--- src/include/apr_pkg.sv ---
// Purpose: Shared constants for the absolute position readout block
// Assumes: 200 MHz clock, parameter port with 16-bit parameter addresses
// Notes:   Timing figures kept in their own unit, cycle counts derived
`default_nettype none
package apr_pkg;

	// Clock
	localparam int unsigned CLK_MHZ = 200;

	// Parameter addresses
	localparam logic [15:0] ADDR_UNLOCK   = 16'h0210;
	localparam logic [15:0] ADDR_DEBOUNCE = 16'h0212;
	localparam logic [15:0] ADDR_ENC_MODE = 16'h028A;
	localparam logic [15:0] ADDR_FORMAT   = 16'h028C;
	localparam logic [15:0] ADDR_HOME_TRG = 16'h028E;
	localparam logic [15:0] ADDR_REFRESH  = 16'h0062;
	localparam logic [15:0] ADDR_STATUS   = 16'h0064;
	localparam logic [15:0] ADDR_RES_1ST  = 16'h0066;
	localparam logic [15:0] ADDR_RES_2ND  = 16'h0068;

	// Reset values
	localparam logic [15:0] RST_PARAM16 = 16'h0000;
	localparam logic [31:0] RST_PARAM32 = 32'h0000_0000;

	// Key values and commands
	localparam logic [15:0] UNLOCK_KEY    = 16'h010F;
	localparam logic [15:0] HOME_GO       = 16'h0001;
	localparam logic [15:0] REFRESH_READ  = 16'h0001;
	localparam logic [15:0] REFRESH_RESET = 16'h0002;

	// Field positions
	localparam int unsigned FMT_DIO_BIT  = 0;
	localparam int unsigned FMT_COMM_BIT = 1;
	localparam int unsigned FMT_W        = 3;
	localparam int unsigned ST_LOST      = 0;
	localparam int unsigned ST_LOWBAT    = 1;
	localparam int unsigned ST_TURN_OVF  = 2;
	localparam int unsigned ST_UNIT_OVF  = 3;
	localparam int unsigned ST_UNSET     = 4;
	localparam int unsigned ST_W         = 5;

	// Frame
	localparam int unsigned FRAME_BITS = 80;
	localparam logic [6:0]  LAST_BIT   = 7'h4F;

	// Checksum constants
	localparam logic [15:0] CK_K0 = 16'hA700;
	localparam logic [15:0] CK_K1 = 16'h605A;
	localparam logic [15:0] CK_K2 = 16'h30A5;
	localparam logic [15:0] CK_K3 = 16'h5A06;

	// Timing
	localparam int unsigned SETTLE_EXTRA_MS = 2;
	localparam int unsigned MS_CYC          = CLK_MHZ * 1000;
	localparam int unsigned RESP_TIMEOUT_MS = 200;
	localparam int unsigned RESP_TIMEOUT_CYC = RESP_TIMEOUT_MS * MS_CYC;
	localparam int unsigned ACK_CONFIRM_US  = 10;
	localparam int unsigned ACK_CONFIRM_CYC = ACK_CONFIRM_US * CLK_MHZ;

endpackage
`default_nettype wire

--- src/rtl/apr_readout.sv ---
// Purpose: Absolute position readout over reassigned pins and parameters
// Assumes: All inputs synchronous to clock; parameter port one access a cycle
// Notes:   Reassigned pins are handed back when a frame ends or aborts
`timescale 1ns/100ps
`default_nettype none
module apr_readout
	import apr_pkg::*;
#(
	parameter int unsigned CYC_PER_MS   = MS_CYC,
	parameter int unsigned TIMEOUT_CYC  = RESP_TIMEOUT_CYC,
	parameter int unsigned ACK_CYC      = ACK_CONFIRM_CYC
) (
	input  wire logic              clock,
	input  wire logic              nrst,
	input  wire logic              param_wr,
	input  wire logic              param_rd,
	input  wire logic [15:0]       param_addr,
	input  wire logic [31:0]       param_wdata,
	output logic      [31:0]       param_rdata,
	output logic                   param_rvalid,
	input  wire logic              position_register_mode,
	input  wire logic [ST_W-1:0]   enc_status,
	input  wire logic [15:0]       enc_turns,
	input  wire logic [31:0]       enc_pulse,
	input  wire logic [31:0]       user_unit_count,
	input  wire logic              readout_enable,
	input  wire logic              fourth_input_pin,
	input  wire logic              second_output_func,
	input  wire logic              third_output_func,
	output logic                   second_output_pin,
	output logic                   third_output_pin,
	output logic                   fourth_input_func,
	output logic                   readout_active,
	output logic                   readout_error_flag,
	output logic                   coord_init,
	output logic                   coord_reset
);

	typedef enum logic [2:0] {
		S_OFF, S_SETTLE, S_IDLE, S_LOAD, S_READY, S_CONFIRM, S_NEXT, S_HALT
	} apr_state_t;

	apr_state_t state_r;
	apr_state_t state_nxt;

	logic [15:0]        unlock_r;
	logic [15:0]        debounce_r;
	logic [15:0]        enc_mode_r;
	logic [FMT_W-1:0]   format_r;
	logic [15:0]        home_trg_r;
	logic [15:0]        refresh_r;
	logic [15:0]        status_res_r;
	logic [31:0]        res_first_r;
	logic [31:0]        res_second_r;
	logic               refresh_busy_r;
	logic [FRAME_BITS-1:0] frame_r;
	logic [63:0]        frame_low;
	logic [15:0]        frame_sum;
	logic [6:0]         bit_r;
	logic               data_r;
	logic               err_r;
	logic [31:0]        cyc_r;
	logic [15:0]        ms_r;
	logic [31:0]        wait_r;
	logic               ms_tick;
	logic               fault;
	logic               ack_done;
	logic               timed_out;
	logic               home_ok;

	// Lost, low battery or turn overflow cannot be cleared by the link
	assign fault = enc_status[ST_LOST] | enc_status[ST_LOWBAT]
		| enc_status[ST_TURN_OVF];

	// Status word padded to 16 bits, reserved bits zero
	function automatic logic [15:0] status_word();
		status_word = {{(16 - ST_W){1'b0}}, enc_status};
	endfunction

	// Write decode helpers
	assign home_ok = (param_addr == ADDR_HOME_TRG) && param_wr
		&& (param_wdata[15:0] == HOME_GO) && (unlock_r == UNLOCK_KEY)
		&& !position_register_mode;

	// Parameter storage
	always_ff @(posedge clock) begin
		if (!nrst) begin
			unlock_r   <= RST_PARAM16;
			debounce_r <= RST_PARAM16;
			enc_mode_r <= RST_PARAM16;
			format_r   <= '0;
			home_trg_r <= RST_PARAM16;
		end else if (param_wr) begin
			if (param_addr == ADDR_UNLOCK) begin
				unlock_r <= param_wdata[15:0];
			end else if (param_addr == ADDR_DEBOUNCE) begin
				debounce_r <= param_wdata[15:0];
			end else if (param_addr == ADDR_ENC_MODE) begin
				enc_mode_r <= {15'h0000, param_wdata[0]};
			end else if (param_addr == ADDR_FORMAT) begin
				format_r <= param_wdata[FMT_W-1:0];
			end else if (home_ok) begin
				home_trg_r <= HOME_GO;
			end
		end
	end

	// Homing start pulse, only for an accepted trigger write
	always_ff @(posedge clock) begin
		if (!nrst) begin
			coord_init <= 1'b0;
		end else begin
			coord_init <= home_ok;
		end
	end

	// Refresh command: latch, copy results, then clear
	always_ff @(posedge clock) begin
		if (!nrst) begin
			refresh_r      <= RST_PARAM16;
			refresh_busy_r <= 1'b0;
			status_res_r   <= RST_PARAM16;
			res_first_r    <= RST_PARAM32;
			res_second_r   <= RST_PARAM32;
			coord_reset    <= 1'b0;
		end else begin
			coord_reset <= 1'b0;
			if (refresh_busy_r) begin
				status_res_r <= status_word();
				if (format_r[FMT_COMM_BIT]) begin
					res_first_r  <= enc_pulse;
					res_second_r <= {{16{enc_turns[15]}}, enc_turns};
				end else begin
					res_first_r  <= user_unit_count;
					res_second_r <= RST_PARAM32;
				end
				coord_reset    <= (refresh_r == REFRESH_RESET);
				refresh_busy_r <= 1'b0;
				refresh_r      <= RST_PARAM16;
			end else if (param_wr && param_addr == ADDR_REFRESH
				&& (param_wdata[15:0] == REFRESH_READ
				|| param_wdata[15:0] == REFRESH_RESET)) begin
				refresh_r      <= param_wdata[15:0];
				refresh_busy_r <= 1'b1;
			end
		end
	end

	// Registered read port, unmapped addresses read zero
	always_ff @(posedge clock) begin
		if (!nrst) begin
			param_rdata  <= RST_PARAM32;
			param_rvalid <= 1'b0;
		end else begin
			param_rvalid <= param_rd;
			if (!param_rd) begin
				param_rdata <= param_rdata;
			end else if (param_addr == ADDR_UNLOCK) begin
				param_rdata <= {16'h0000, unlock_r};
			end else if (param_addr == ADDR_DEBOUNCE) begin
				param_rdata <= {16'h0000, debounce_r};
			end else if (param_addr == ADDR_ENC_MODE) begin
				param_rdata <= {16'h0000, enc_mode_r};
			end else if (param_addr == ADDR_FORMAT) begin
				param_rdata <= {29'h0000_0000, format_r};
			end else if (param_addr == ADDR_HOME_TRG) begin
				param_rdata <= {16'h0000, home_trg_r};
			end else if (param_addr == ADDR_REFRESH) begin
				param_rdata <= {16'h0000, refresh_r};
			end else if (param_addr == ADDR_STATUS) begin
				param_rdata <= {16'h0000, status_res_r};
			end else if (param_addr == ADDR_RES_1ST) begin
				param_rdata <= res_first_r;
			end else if (param_addr == ADDR_RES_2ND) begin
				param_rdata <= res_second_r;
			end else begin
				param_rdata <= RST_PARAM32;
			end
		end
	end

	// Frame low 64 bits by format, checksum over them
	always_comb begin
		if (format_r[FMT_DIO_BIT]) begin
			frame_low = {enc_pulse, enc_turns, status_word()};
		end else begin
			frame_low = {user_unit_count, 16'h0000, status_word()};
		end
	end

	apr_checksum u_sum (
		.frame_low (frame_low),
		.sum       (frame_sum)
	);

	// Millisecond tick, restarted on every state change
	assign ms_tick = (cyc_r == CYC_PER_MS - 1);

	always_ff @(posedge clock) begin
		if (!nrst || state_r != state_nxt) begin
			cyc_r <= '0;
			ms_r  <= '0;
		end else if (ms_tick) begin
			cyc_r <= '0;
			ms_r  <= ms_r + 16'h0001;
		end else begin
			cyc_r <= cyc_r + 32'h0000_0001;
		end
	end

	// Cycle wait counter for confirm and timeout
	assign ack_done  = (wait_r >= ACK_CYC - 1);
	assign timed_out = (wait_r >= TIMEOUT_CYC - 1);

	always_ff @(posedge clock) begin
		if (!nrst || state_r != state_nxt) begin
			wait_r <= '0;
		end else if (wait_r != 32'hFFFF_FFFF) begin
			wait_r <= wait_r + 32'h0000_0001;
		end
	end

	// Handshake sequencing
	always_comb begin
		state_nxt = state_r;
		case (state_r)
			S_OFF: begin
				if (readout_enable && enc_mode_r[0] && !fault) begin
					state_nxt = S_SETTLE;
				end
			end
			S_SETTLE: begin
				if (ms_r >= debounce_r + SETTLE_EXTRA_MS[15:0]) begin
					state_nxt = S_IDLE;
				end
			end
			S_IDLE: begin
				if (!fourth_input_pin) begin
					state_nxt = S_LOAD;
				end
			end
			S_LOAD: begin
				state_nxt = S_READY;
			end
			S_READY: begin
				if (fourth_input_pin) begin
					state_nxt = S_CONFIRM;
				end else if (timed_out) begin
					state_nxt = S_HALT;
				end
			end
			S_CONFIRM: begin
				if (!fourth_input_pin) begin
					state_nxt = S_READY;
				end else if (ack_done) begin
					state_nxt = (bit_r == LAST_BIT) ? S_HALT : S_NEXT;
				end
			end
			S_NEXT: begin
				if (!fourth_input_pin) begin
					state_nxt = S_LOAD;
				end else if (timed_out) begin
					state_nxt = S_HALT;
				end
			end
			default: begin
				state_nxt = S_HALT;
			end
		endcase
		if (!readout_enable) begin
			state_nxt = S_OFF;
		end
	end

	always_ff @(posedge clock) begin
		if (!nrst) begin
			state_r <= S_OFF;
		end else begin
			state_r <= state_nxt;
		end
	end

	// Frame snapshot when pins are taken over
	always_ff @(posedge clock) begin
		if (!nrst) begin
			frame_r <= '0;
		end else if (state_r == S_SETTLE && state_nxt == S_IDLE) begin
			frame_r <= {frame_sum, frame_low};
		end
	end

	// Bit index and data line, ascending from bit 0
	always_ff @(posedge clock) begin
		if (!nrst) begin
			bit_r  <= '0;
			data_r <= 1'b0;
		end else begin
			if (state_r == S_SETTLE) begin
				bit_r <= '0;
			end else if (state_r == S_CONFIRM && state_nxt == S_NEXT) begin
				bit_r <= bit_r + 7'h01;
			end
			if (state_r == S_LOAD) begin
				data_r <= frame_r[bit_r];
			end
		end
	end

	// Timeout error, cleared only while enable is low
	always_ff @(posedge clock) begin
		if (!nrst) begin
			err_r <= 1'b0;
		end else if ((state_r == S_READY || state_r == S_NEXT)
			&& state_nxt == S_HALT) begin
			err_r <= 1'b1;
		end else if (!readout_enable) begin
			err_r <= 1'b0;
		end
	end

	// Persistent fault keeps the flag up across enable cycles
	assign readout_error_flag = err_r | fault;

	// Pin reassignment while the link owns the pins
	assign readout_active = (state_r == S_IDLE) || (state_r == S_LOAD)
		|| (state_r == S_READY) || (state_r == S_CONFIRM)
		|| (state_r == S_NEXT);

	// Ready is high from placement until confirm time ends
	assign second_output_pin = readout_active
		? (state_r == S_READY || state_r == S_CONFIRM)
		: second_output_func;
	assign third_output_pin  = readout_active ? data_r : third_output_func;

	// Original input function keeps seeing the pin; a high at
	// switch-on is the same level for both uses
	assign fourth_input_func = fourth_input_pin;

endmodule
`default_nettype wire

--- src/rtl/apr_checksum.sv ---
// Purpose: Frame checksum over the four low words of the frame
// Assumes: Unsigned 16-bit arithmetic, carries dropped
// Notes:   Purely combinational; caller registers the result
`timescale 1ns/100ps
`default_nettype none
module apr_checksum
	import apr_pkg::*;
(
	input  wire logic [63:0] frame_low,
	output logic      [15:0] sum
);

	logic [15:0] s0;
	logic [15:0] s1;
	logic [15:0] s2;

	// Add and xor chain, word 0 is the status word
	always_comb begin
		s0  = (frame_low[15:0] + CK_K0) ^ frame_low[31:16];
		s1  = (s0 + CK_K1) ^ frame_low[47:32];
		s2  = (s1 + CK_K2) ^ frame_low[63:48];
		sum = s2 + CK_K3;
	end

endmodule
`default_nettype wire

--- config.mk ---
export PLATFORM = sky130hd
export DESIGN_NAME = apr_readout
export DESIGN_NICKNAME = d
export VERILOG_FILES = /design/src/include/apr_pkg.sv /design/src/rtl/apr_readout.sv /design/src/rtl/apr_checksum.sv
export SDC_FILE = /design/constraint.sdc
export NUM_CORES = 1
export LEC_CHECK = 0
export BUFFER_PORTS_ARGS = -buffer_cell sky130_fd_sc_hd__clkbuf_2
export CORE_ASPECT_RATIO = 1.4
export CORE_MARGIN = 1.5
export CORE_UTILIZATION = 50
export CTS_CLUSTER_DIAMETER = 50
export CTS_CLUSTER_SIZE = 8
export DETAILED_ROUTE_END_ITERATION = 7
export GPL_ROUTABILITY_DRIVEN = 0
export GPL_TIMING_DRIVEN = 1
export PLACE_DENSITY = 0.73
export REMOVE_ABC_BUFFERS = 1
export SLEW_MARGIN = 10
export SYNTH_ARGS = -nofsm -noshare
export SYNTH_HDL_FRONTEND = slang
export SYNTH_SLANG_ARGS = --single-unit
--- constraint.sdc ---
create_clock -name clock -period 5.2 [get_ports clock]
set_input_delay 1.04 -clock clock [delete_from_list [all_inputs] [get_ports clock]]
set_output_delay 1.04 -clock clock [all_outputs]
set_load 0.01 [all_outputs]
## Yosys cells after proc, flatten, opt, wreduce, memory -nomap -nowiden

Cells that the tools add are included.

- Bits in writable memories: 0
- Register bits: 330
- Bits in read-only memories: 0
- Bits in latches: 0
- Memories kept: 0

- $lt $le $gt $ge: 4
- Bitwise operators: 11
- Div/mod/pow operators: 0
- Add/subtract/negate cells: 9
- Reduce and logical (&&, ||, !) cells: 32
- Multipliers: 0
- Mux-type cells: 30
- Eq/ne operators: 27
- Shift operators: 0

Operators with widths:

| cell | number |
|---|---|
| 2-to-1 mux 32 bit | 11 |
| == test 16 x 10 -> 1 bit (second input constant) | 5 |
| adder 32 x 1 -> 32 bit (second input constant) | 2 |
| == test 16 x 7 -> 1 bit (second input constant) | 4 |
| 2-to-1 mux 64 bit | 1 |
| XOR 16 bit | 3 |
| adder 16 x 15 -> 16 bit (second input constant) | 2 |
| == test 16 x 2 -> 1 bit (second input constant) | 2 |
| == test 32 x 18 -> 1 bit (second input constant) | 1 |
| greater-or-equal comparator 32 x 11 -> 1 bit (second input constant) | 1 |
| greater-or-equal comparator 32 x 26 -> 1 bit (second input constant) | 1 |
| != test 32 bit (second input constant) | 1 |
| 2-to-1 mux 3 bit | 9 |
| one-hot mux 3 bit (7 select lines) | 1 |
| adder 16 x 1 -> 16 bit (second input constant) | 1 |
| adder 16 x 14 -> 16 bit (second input constant) | 1 |
| adder 16 bit (second input constant) | 1 |
| adder 16 x 2 -> 16 bit (second input constant) | 1 |
| == test 16 x 1 -> 1 bit (second input constant) | 1 |
| == test 16 x 9 -> 1 bit (second input constant) | 1 |
| greater-or-equal comparator 16 bit | 1 |
| == test 3 bit (second input constant) | 5 |
| logical AND 1 bit | 11 |
| == test 3 x 2 -> 1 bit (second input constant) | 3 |
| other kinds (19) | 43 |

## Longest topological paths before layout

- Depth after elaboration: 10
- Depth in mapped cells: 23

## Hierarchy

From an unflattened synthesis, not the netlist that was laid out.

- Cells, all modules: 1975
- Area total of the unflattened synthesis: 16589.7 µm²

By module, submodules not included:

| module | area each (µm²) | times used | seq. area each (µm²) | cells an instance |
|---|---|---|---|---|
| apr_readout | 14970.6 | 1 | 6065.8 | 1776 |
| apr_checksum | 1619.1 | 1 | 0.0 | 199 |

## Worst setup path after synthesis

OpenSTA, ideal clock, no wires.

- Path kind: register to register
- Start: register format_r[0]
- End: register frame_r[79]
- Slack: 226 ps
- Setup time: 122 ps
- Data required time: 5078 ps
- Stages on the path, launching flop included: 24
- Arrival: 4852 ps
- Cell sequence: dfxtp_1 > buf_6 > buf_12 > buf_6 > buf_6 > buf_6 > buf_2 > buf_2 > buf_2 > clkbuf_1 > nand2_1 > xnor2_1 > ha_1 > xor2_1 > a211oi_2 > o22ai_4 > xor2_2 > or2_1 > o31a_1 > a2111oi_4 > a211oi_2 > o31ai_2 > mux2i_1 > a311o_1

- Cells in the longest elaborated chain, start to end: 7

Ends and longest elaborated chain:

| item | RTL line | RTL |
|---|---|---|
| from (decl) | apr_readout.sv:49 | `logic [FMT_W-1:0] format_r;` |
| from (signal assigned) | apr_readout.sv:101 | `format_r <= param_wdata[FMT_W-1:0];` |
| 2-to-1 mux 64 bit * | apr_readout.sv:184 | `if (format_r[FMT_DIO_BIT]) begin` |
| XOR 16 bit | apr_checksum.sv:19 | `s0 = (frame_low[15:0] + CK_K0) ^ frame_low[31:16];` |
| adder 16 x 15 -> 16 bit | apr_checksum.sv:20 | `s1 = (s0 + CK_K1) ^ frame_low[47:32];` |
| XOR 16 bit | apr_checksum.sv:20 |  |
| adder 16 x 14 -> 16 bit | apr_checksum.sv:21 | `s2 = (s1 + CK_K2) ^ frame_low[63:48];` |
| XOR 16 bit * | apr_checksum.sv:21 |  |
| adder 16 x 15 -> 16 bit * | apr_checksum.sv:22 | `sum = s2 + CK_K3;` |
| to (signal assigned) | apr_readout.sv:288 | `frame_r <= {frame_sum, frame_low};` |
| to (decl) | apr_readout.sv:56 | `logic [FRAME_BITS-1:0] frame_r;` |

Mark *: on every way between the ends. The rest lies on a longest branch, timed or not.
A chain may end at the register's enable or synchronous reset.

## Final worst setup path

- Start: register debounce_r[1]
- End: register cyc_r[11]

- Cells in the longest elaborated chain, start to end: 8

Ends and longest elaborated chain:

| item | RTL line | RTL |
|---|---|---|
| from (decl) | apr_readout.sv:47 | `logic [15:0] debounce_r;` |
| from (signal assigned) | apr_readout.sv:97 | `debounce_r <= param_wdata[15:0];` |
| adder 16 x 2 -> 16 bit | apr_readout.sv:233 | `if (ms_r >= debounce_r + SETTLE_EXTRA_MS[15:0]) begin` |
| greater-or-equal comparator 16 bit | apr_readout.sv:233 |  |
| 2-to-1 mux 3 bit | apr_readout.sv:233 |  |
| one-hot mux 3 bit (7 select lines) | apr_readout.sv:226 | `case (state_r)` |
| 2-to-1 mux 3 bit | apr_readout.sv:270 | `if (!readout_enable) begin` |
| != test 3 bit | apr_readout.sv:200 | `if (!nrst \|\| state_r != state_nxt) begin` |
| logical OR 1 bit | apr_readout.sv:200 |  |
| OR reduction 2 bit (no line) | n/a |  |
| to (signal assigned) | apr_readout.sv:207 | `cyc_r <= cyc_r + 32'h0000_0001;` |
| to (decl) | apr_readout.sv:62 | `logic [31:0] cyc_r;` |

No other way between the ends.

==> impl.org <==
** Drt
- Once detail routing completed, the nets flagged for antenna violations numbered 0.
- Before antenna repair, the detailed router went through 6 iterations.
- DR vias/cell :: 5.95
- Across all layers, the routed design uses 14300 vias.
- After detailed routing, the average wire length per cell comes to 18.2 um.
- After detailed routing, the total wire length is 43900 um.
- In the routed design, unresolved DRC markers number 0.
- Iter 0 DRT Violations :: approximately 1100

** Global route
- Global-route total usage across every layer :: 0.261
- Wire length of the first global-routing pass :: 70000 um
- For this run, global-route usage on met2 was measured as 0.456.
- GR Overflow Total :: 0
- In the global route stage, met3 resource usage came out at 0.0390.
- Entering global routing, the biggest net connects 97 pins.
- Met1 GRT Util :: 0.311
- Number of antenna violations at the first check in global routing :: 1
- Highest-utilization routing layer at the global route stage :: met2
- The number of global-route vias before repair is 13600.

** Clock network
- The clock net in this run drives a total of 303 sinks.
- The number of clock buffers added by TritonCTS is 44.
- Clock tree from TritonCTS :: yes
- Resized cells post-CTS :: 0
- After clock tree synthesis, the clock-pin slew on the worst setup and hold paths is 0.05 ns.
- The cell sitting at the root of the clock tree is a sky130_fd_sc_hd__clkbuf_16.
- Hold-fix buffers, CTS :: 0
- The H-tree was split into 2 levels.
- Number of setup buffers added after CTS :: 0
- Clk buf depth :: 3
- For the worst-skew pair, the clock arrives at the later sink with an insertion delay of 0.55 ns.

** Layout
- Area added between synthesis and finish :: 13.6%
- Across the whole layout, storage elements account for 0.00607 mm^2.
- Net total in the final layout :: approximately 2200
- Fraction of final layout cells with drive strength greater than 1 :: 0.157
- The count of cells in the finished layout, fillers not included, comes to between 2000 and 2500.
- Inserted Diodes :: 0
- In the final layout, the multi-input gates occupy 0.00947 mm^2.
- Number of fillers in the final layout :: 2835

** Logic synthesis
- A synthesized cell averages 8.49 um^2.
- Yosys reg bits :: 303
- Yosys warning count :: 0
- Post-synthesis instance area :: 0.0161 mm^2
- Number of enable-type register cells in the synthesized netlist :: 0
- Top-area cell type share of the netlist area :: 0.376
- Share of synthesized flip-flops with an asynchronous set or reset :: 0
- The cell count after synthesis came out at 1899.
- Ranked by total cell area, the synthesized netlist is headed by sky130_fd_sc_hd__dfxtp_1 (38%), sky130_fd_sc_hd__nor2_1 (5.6%), sky130_fd_sc_hd__mux2i_1 (5.5%), sky130_fd_sc_hd__xor2_1 (4.7%), sky130_fd_sc_hd__nand2_1 (4.6%).
- Among all flip-flop cells after synthesis, the most frequent one is sky130_fd_sc_hd__dfxtp_1.
- For this run, the register share of the synthesized area comes to 0.376.
- Top cell type by total area after synthesis :: sky130_fd_sc_hd__dfxtp_1
- Count of distinct cell types in the synthesized netlist :: 96

** Floorplanning
- around 180 I/O pins were placed.
- Floorplan die height :: 215 um
- Placement Rows :: 77
- Area of the core :: 0.0317 mm^2
- The floorplan step defined a die boundary enclosing 0.0333 mm^2.
- The initial utilization of the core area, before any placement, comes to 0.509.
- Horiz. Die Dim :: 155 um

** Timing
- Setup repair after global routing missed its margin :: false
- Dividing the final minimum period by the clock period gives 0.819.
- After routing, the total negative slack on setup checks comes to 0 ns.
- Minimum clock period :: ~4.3 ns
- In this run the tightest slew margin relative to its limit is 0.305.
- The final max-slew violation count came to 0.
- Clock skew :: 0.0245 ns
- Post-route worst setup slack :: 0.939 ns
- Final Hold Vio Count :: 0
- At the pin with the least slew margin, the transition time is about 1.0 ns.
- Timing would allow up to 235 MHz.
- Setup violations remaining at the end of the flow were counted as 0.

** Power
- IR drop worst, VDD :: just under 200 uV
- Summing internal, switching and leakage power gives 5.38 mW.
- Dividing total power by cell area gives a power density of 294 mW/mm^2.
- Summed over all cells, the static leakage comes to 6.66 nW.

** Placed design
- After legalization and detailed placement, the total HPWL measured 31500 um.
- At the placement stage, the worst setup path has a slack of 0.571 ns.
- In this run the tool buffered the top-level ports with 165 buffer cells.
- Once placement completed, the tool counted placed cells totaling 2360.

** Flow run
- Max Cap Violations :: 0

** Critical path
- The worst setup path is of the reg -> reg kind.
- Reg2Reg Launch Point :: debounce_r[1]$_SDFFE_PN0P_
- The worst setup path is launched from a register.
- Tracing the worst setup path back leads to its startpoint at debounce_r[1]$_SDFFE_PN0P_.
- For the worst setup path, the data required time is 5.59 ns.
- Worst EP arrival :: around 4.7 ns
- Of all nets on the critical path, the largest fanout is 80.
- The worst setup path is captured at a register.

** Min path
- In this run the most critical hold path is launched from frame_r[24]$_SDFFE_PN0P_.
- Type of the most critical hold path :: reg -> reg

** Outcome
- Status :: finished, final reports clean
-- area by class of cell --
cell class / count / area share
Sequential cell: 303 / 0.332
Clock buffer: 46 / 0.0611
Clock inverter: 4 / 0.00328
Inverter: 22 / 0.00465
Timing Repair Buffer: 189 / 0.0550
Multi-Input combinational cell: 1451 / 0.517
Tap cell: 395 / 0.0270
-- power by group --
part / switching [mW] / internal, mW
combinational: 0.302 / 0.185
sequential: 0.00867 / 2.34
clock: 0.996 / 1.55
total: 1.31 / 4.07
-- layer usage --
metal	up-vias	routed length, um
li1	6944	-
met1	6758	17400
met2	494	21800
met3	139	2540
met4	2	2170
met5	-	13
-- critical path: stages (launching register included) --
cell and delay (ns):
sky130_fd_sc_hd__dfxtp_1 0.43, sky130_fd_sc_hd__ha_1 0.22, sky130_fd_sc_hd__and3_1 0.23, sky130_fd_sc_hd__nand2_1 0.08, sky130_fd_sc_hd__nor2_1 0.28, sky130_fd_sc_hd__nand3_1 0.13
sky130_fd_sc_hd__xor2_1 0.16, sky130_fd_sc_hd__ha_1 0.30, sky130_fd_sc_hd__nand4_1 0.13, sky130_fd_sc_hd__a211oi_1 0.37, sky130_fd_sc_hd__a21oi_1 0.28, sky130_fd_sc_hd__o21ai_0 0.35
sky130_fd_sc_hd__a21oi_1 0.12, sky130_fd_sc_hd__o31ai_4 0.17, sky130_fd_sc_hd__buf_4 0.66, sky130_fd_sc_hd__nor3_1 0.15
-- cell usage after synthesis, drive strengths merged, types with 8 or more instances --
cell type	n
or2	10
nor2	241
and2	10
buf	23
nand3	67
o21ai	58
mux4	12
a211oi	77
mux2	19
ha	24
nand2	199
inv	22
nand4	27
xnor2	81
nand2b	29
a21oi	130
mux2i	89
clkbuf	100
xor2	91
nor4	24
dfxtp	303
a22o	18
a21o	11
nor2b	13
a31oi	15
and3	45
nor3	41
a22oi	19
o221ai	8
-- flip-flops by register name, summed over array words and instances, names as in the netlist, 7 cells and up --
| signal | count |
|---|---|
| frame_r | 69 |
| res_second_r | 16 |
| bit_r | 7 |
| wait_r | 32 |
| cyc_r | 32 |
| ms_r | 16 |
| refresh_r | 16 |
| res_first_r | 32 |
| param_rdata | 32 |
| debounce_r | 16 |
| unlock_r | 16 |
-- cell families (layout without fill, tap and decap cells) --
| group | count (synthesis) | in the layout | share of synthesized area |
|---|---|---|---|
| muxes | 120 | 120 | 0.0855 |
| DFF | 303 | 303 | 0.376 |
| and+or+nand+nor | 739 | 739 | 0.216 |
| adders and majority gates | 24 | 24 | 0.0186 |
| AOI/OAI and AO/OA | 396 | 396 | 0.167 |
| xor gates and xnor gates | 172 | 172 | 0.0990 |
| buffers and inverters | 145 | 261 | 0.0380 |
-- per-stage QoR --
step / instance area (um^2) / utilization / hold WS, ns
5_1_grt: 18300 / 0.577 / 0.477
4_1_cts: 18300 / 0.577 / 0.449
3_5_place_dp: 17100 / 0.540 / 0.442
2_1_floorplan: 15600 / - / 0.429
3_3_place_gp: 17100 / 0.540 / 0.436
6_report: 18300 / 0.577 / 0.449
-- worst paths after layout --
path / end / slack [ns] / depth (start not counted)
setup / recovery: cyc_r[11]$_SDFF_PP0_ / 0.94 / 15
setup reg to reg: cyc_r[11]$_SDFF_PP0_ / 0.94 / 15
hold reg to reg: frame_r[24]$_SDFFE_PN0P_ / 0.45 / 2
hold / removal: frame_r[24]$_SDFFE_PN0P_ / 0.45 / 2
-- layout by cell type, fill, tap and decap left out, types with 5 or more instances in the layout --
master,instances
sky130_fd_sc_hd__nand2_1,199
sky130_fd_sc_hd__mux2_2,19
sky130_fd_sc_hd__o211ai_1,7
sky130_fd_sc_hd__o221ai_1,6
sky130_fd_sc_hd__a22oi_1,19
sky130_fd_sc_hd__xnor2_1,76
sky130_fd_sc_hd__inv_1,20
sky130_fd_sc_hd__buf_4,24
sky130_fd_sc_hd__nand3_1,66
sky130_fd_sc_hd__nor3_1,39
sky130_fd_sc_hd__nor4b_1,7
sky130_fd_sc_hd__ha_1,24
sky130_fd_sc_hd__a22o_1,18
sky130_fd_sc_hd__a31oi_1,14
sky130_fd_sc_hd__or2_2,6
sky130_fd_sc_hd__clkbuf_2,165
sky130_fd_sc_hd__nand4_1,27
sky130_fd_sc_hd__and3_1,45
sky130_fd_sc_hd__nand2b_1,29
sky130_fd_sc_hd__clkbuf_16,44
sky130_fd_sc_hd__mux2i_1,88
sky130_fd_sc_hd__xor2_1,87
sky130_fd_sc_hd__and4_1,5
sky130_fd_sc_hd__nor2_1,238
sky130_fd_sc_hd__and2_1,8
sky130_fd_sc_hd__mux4_2,12
sky130_fd_sc_hd__nor2b_1,13
sky130_fd_sc_hd__nor4_1,24
sky130_fd_sc_hd__a21o_1,11
sky130_fd_sc_hd__o21ai_0,53
sky130_fd_sc_hd__dfxtp_1,300
sky130_fd_sc_hd__or3_1,6
sky130_fd_sc_hd__a21oi_1,126
sky130_fd_sc_hd__a211oi_1,75
Note: power is estimated with default switching activity, not from simulation.
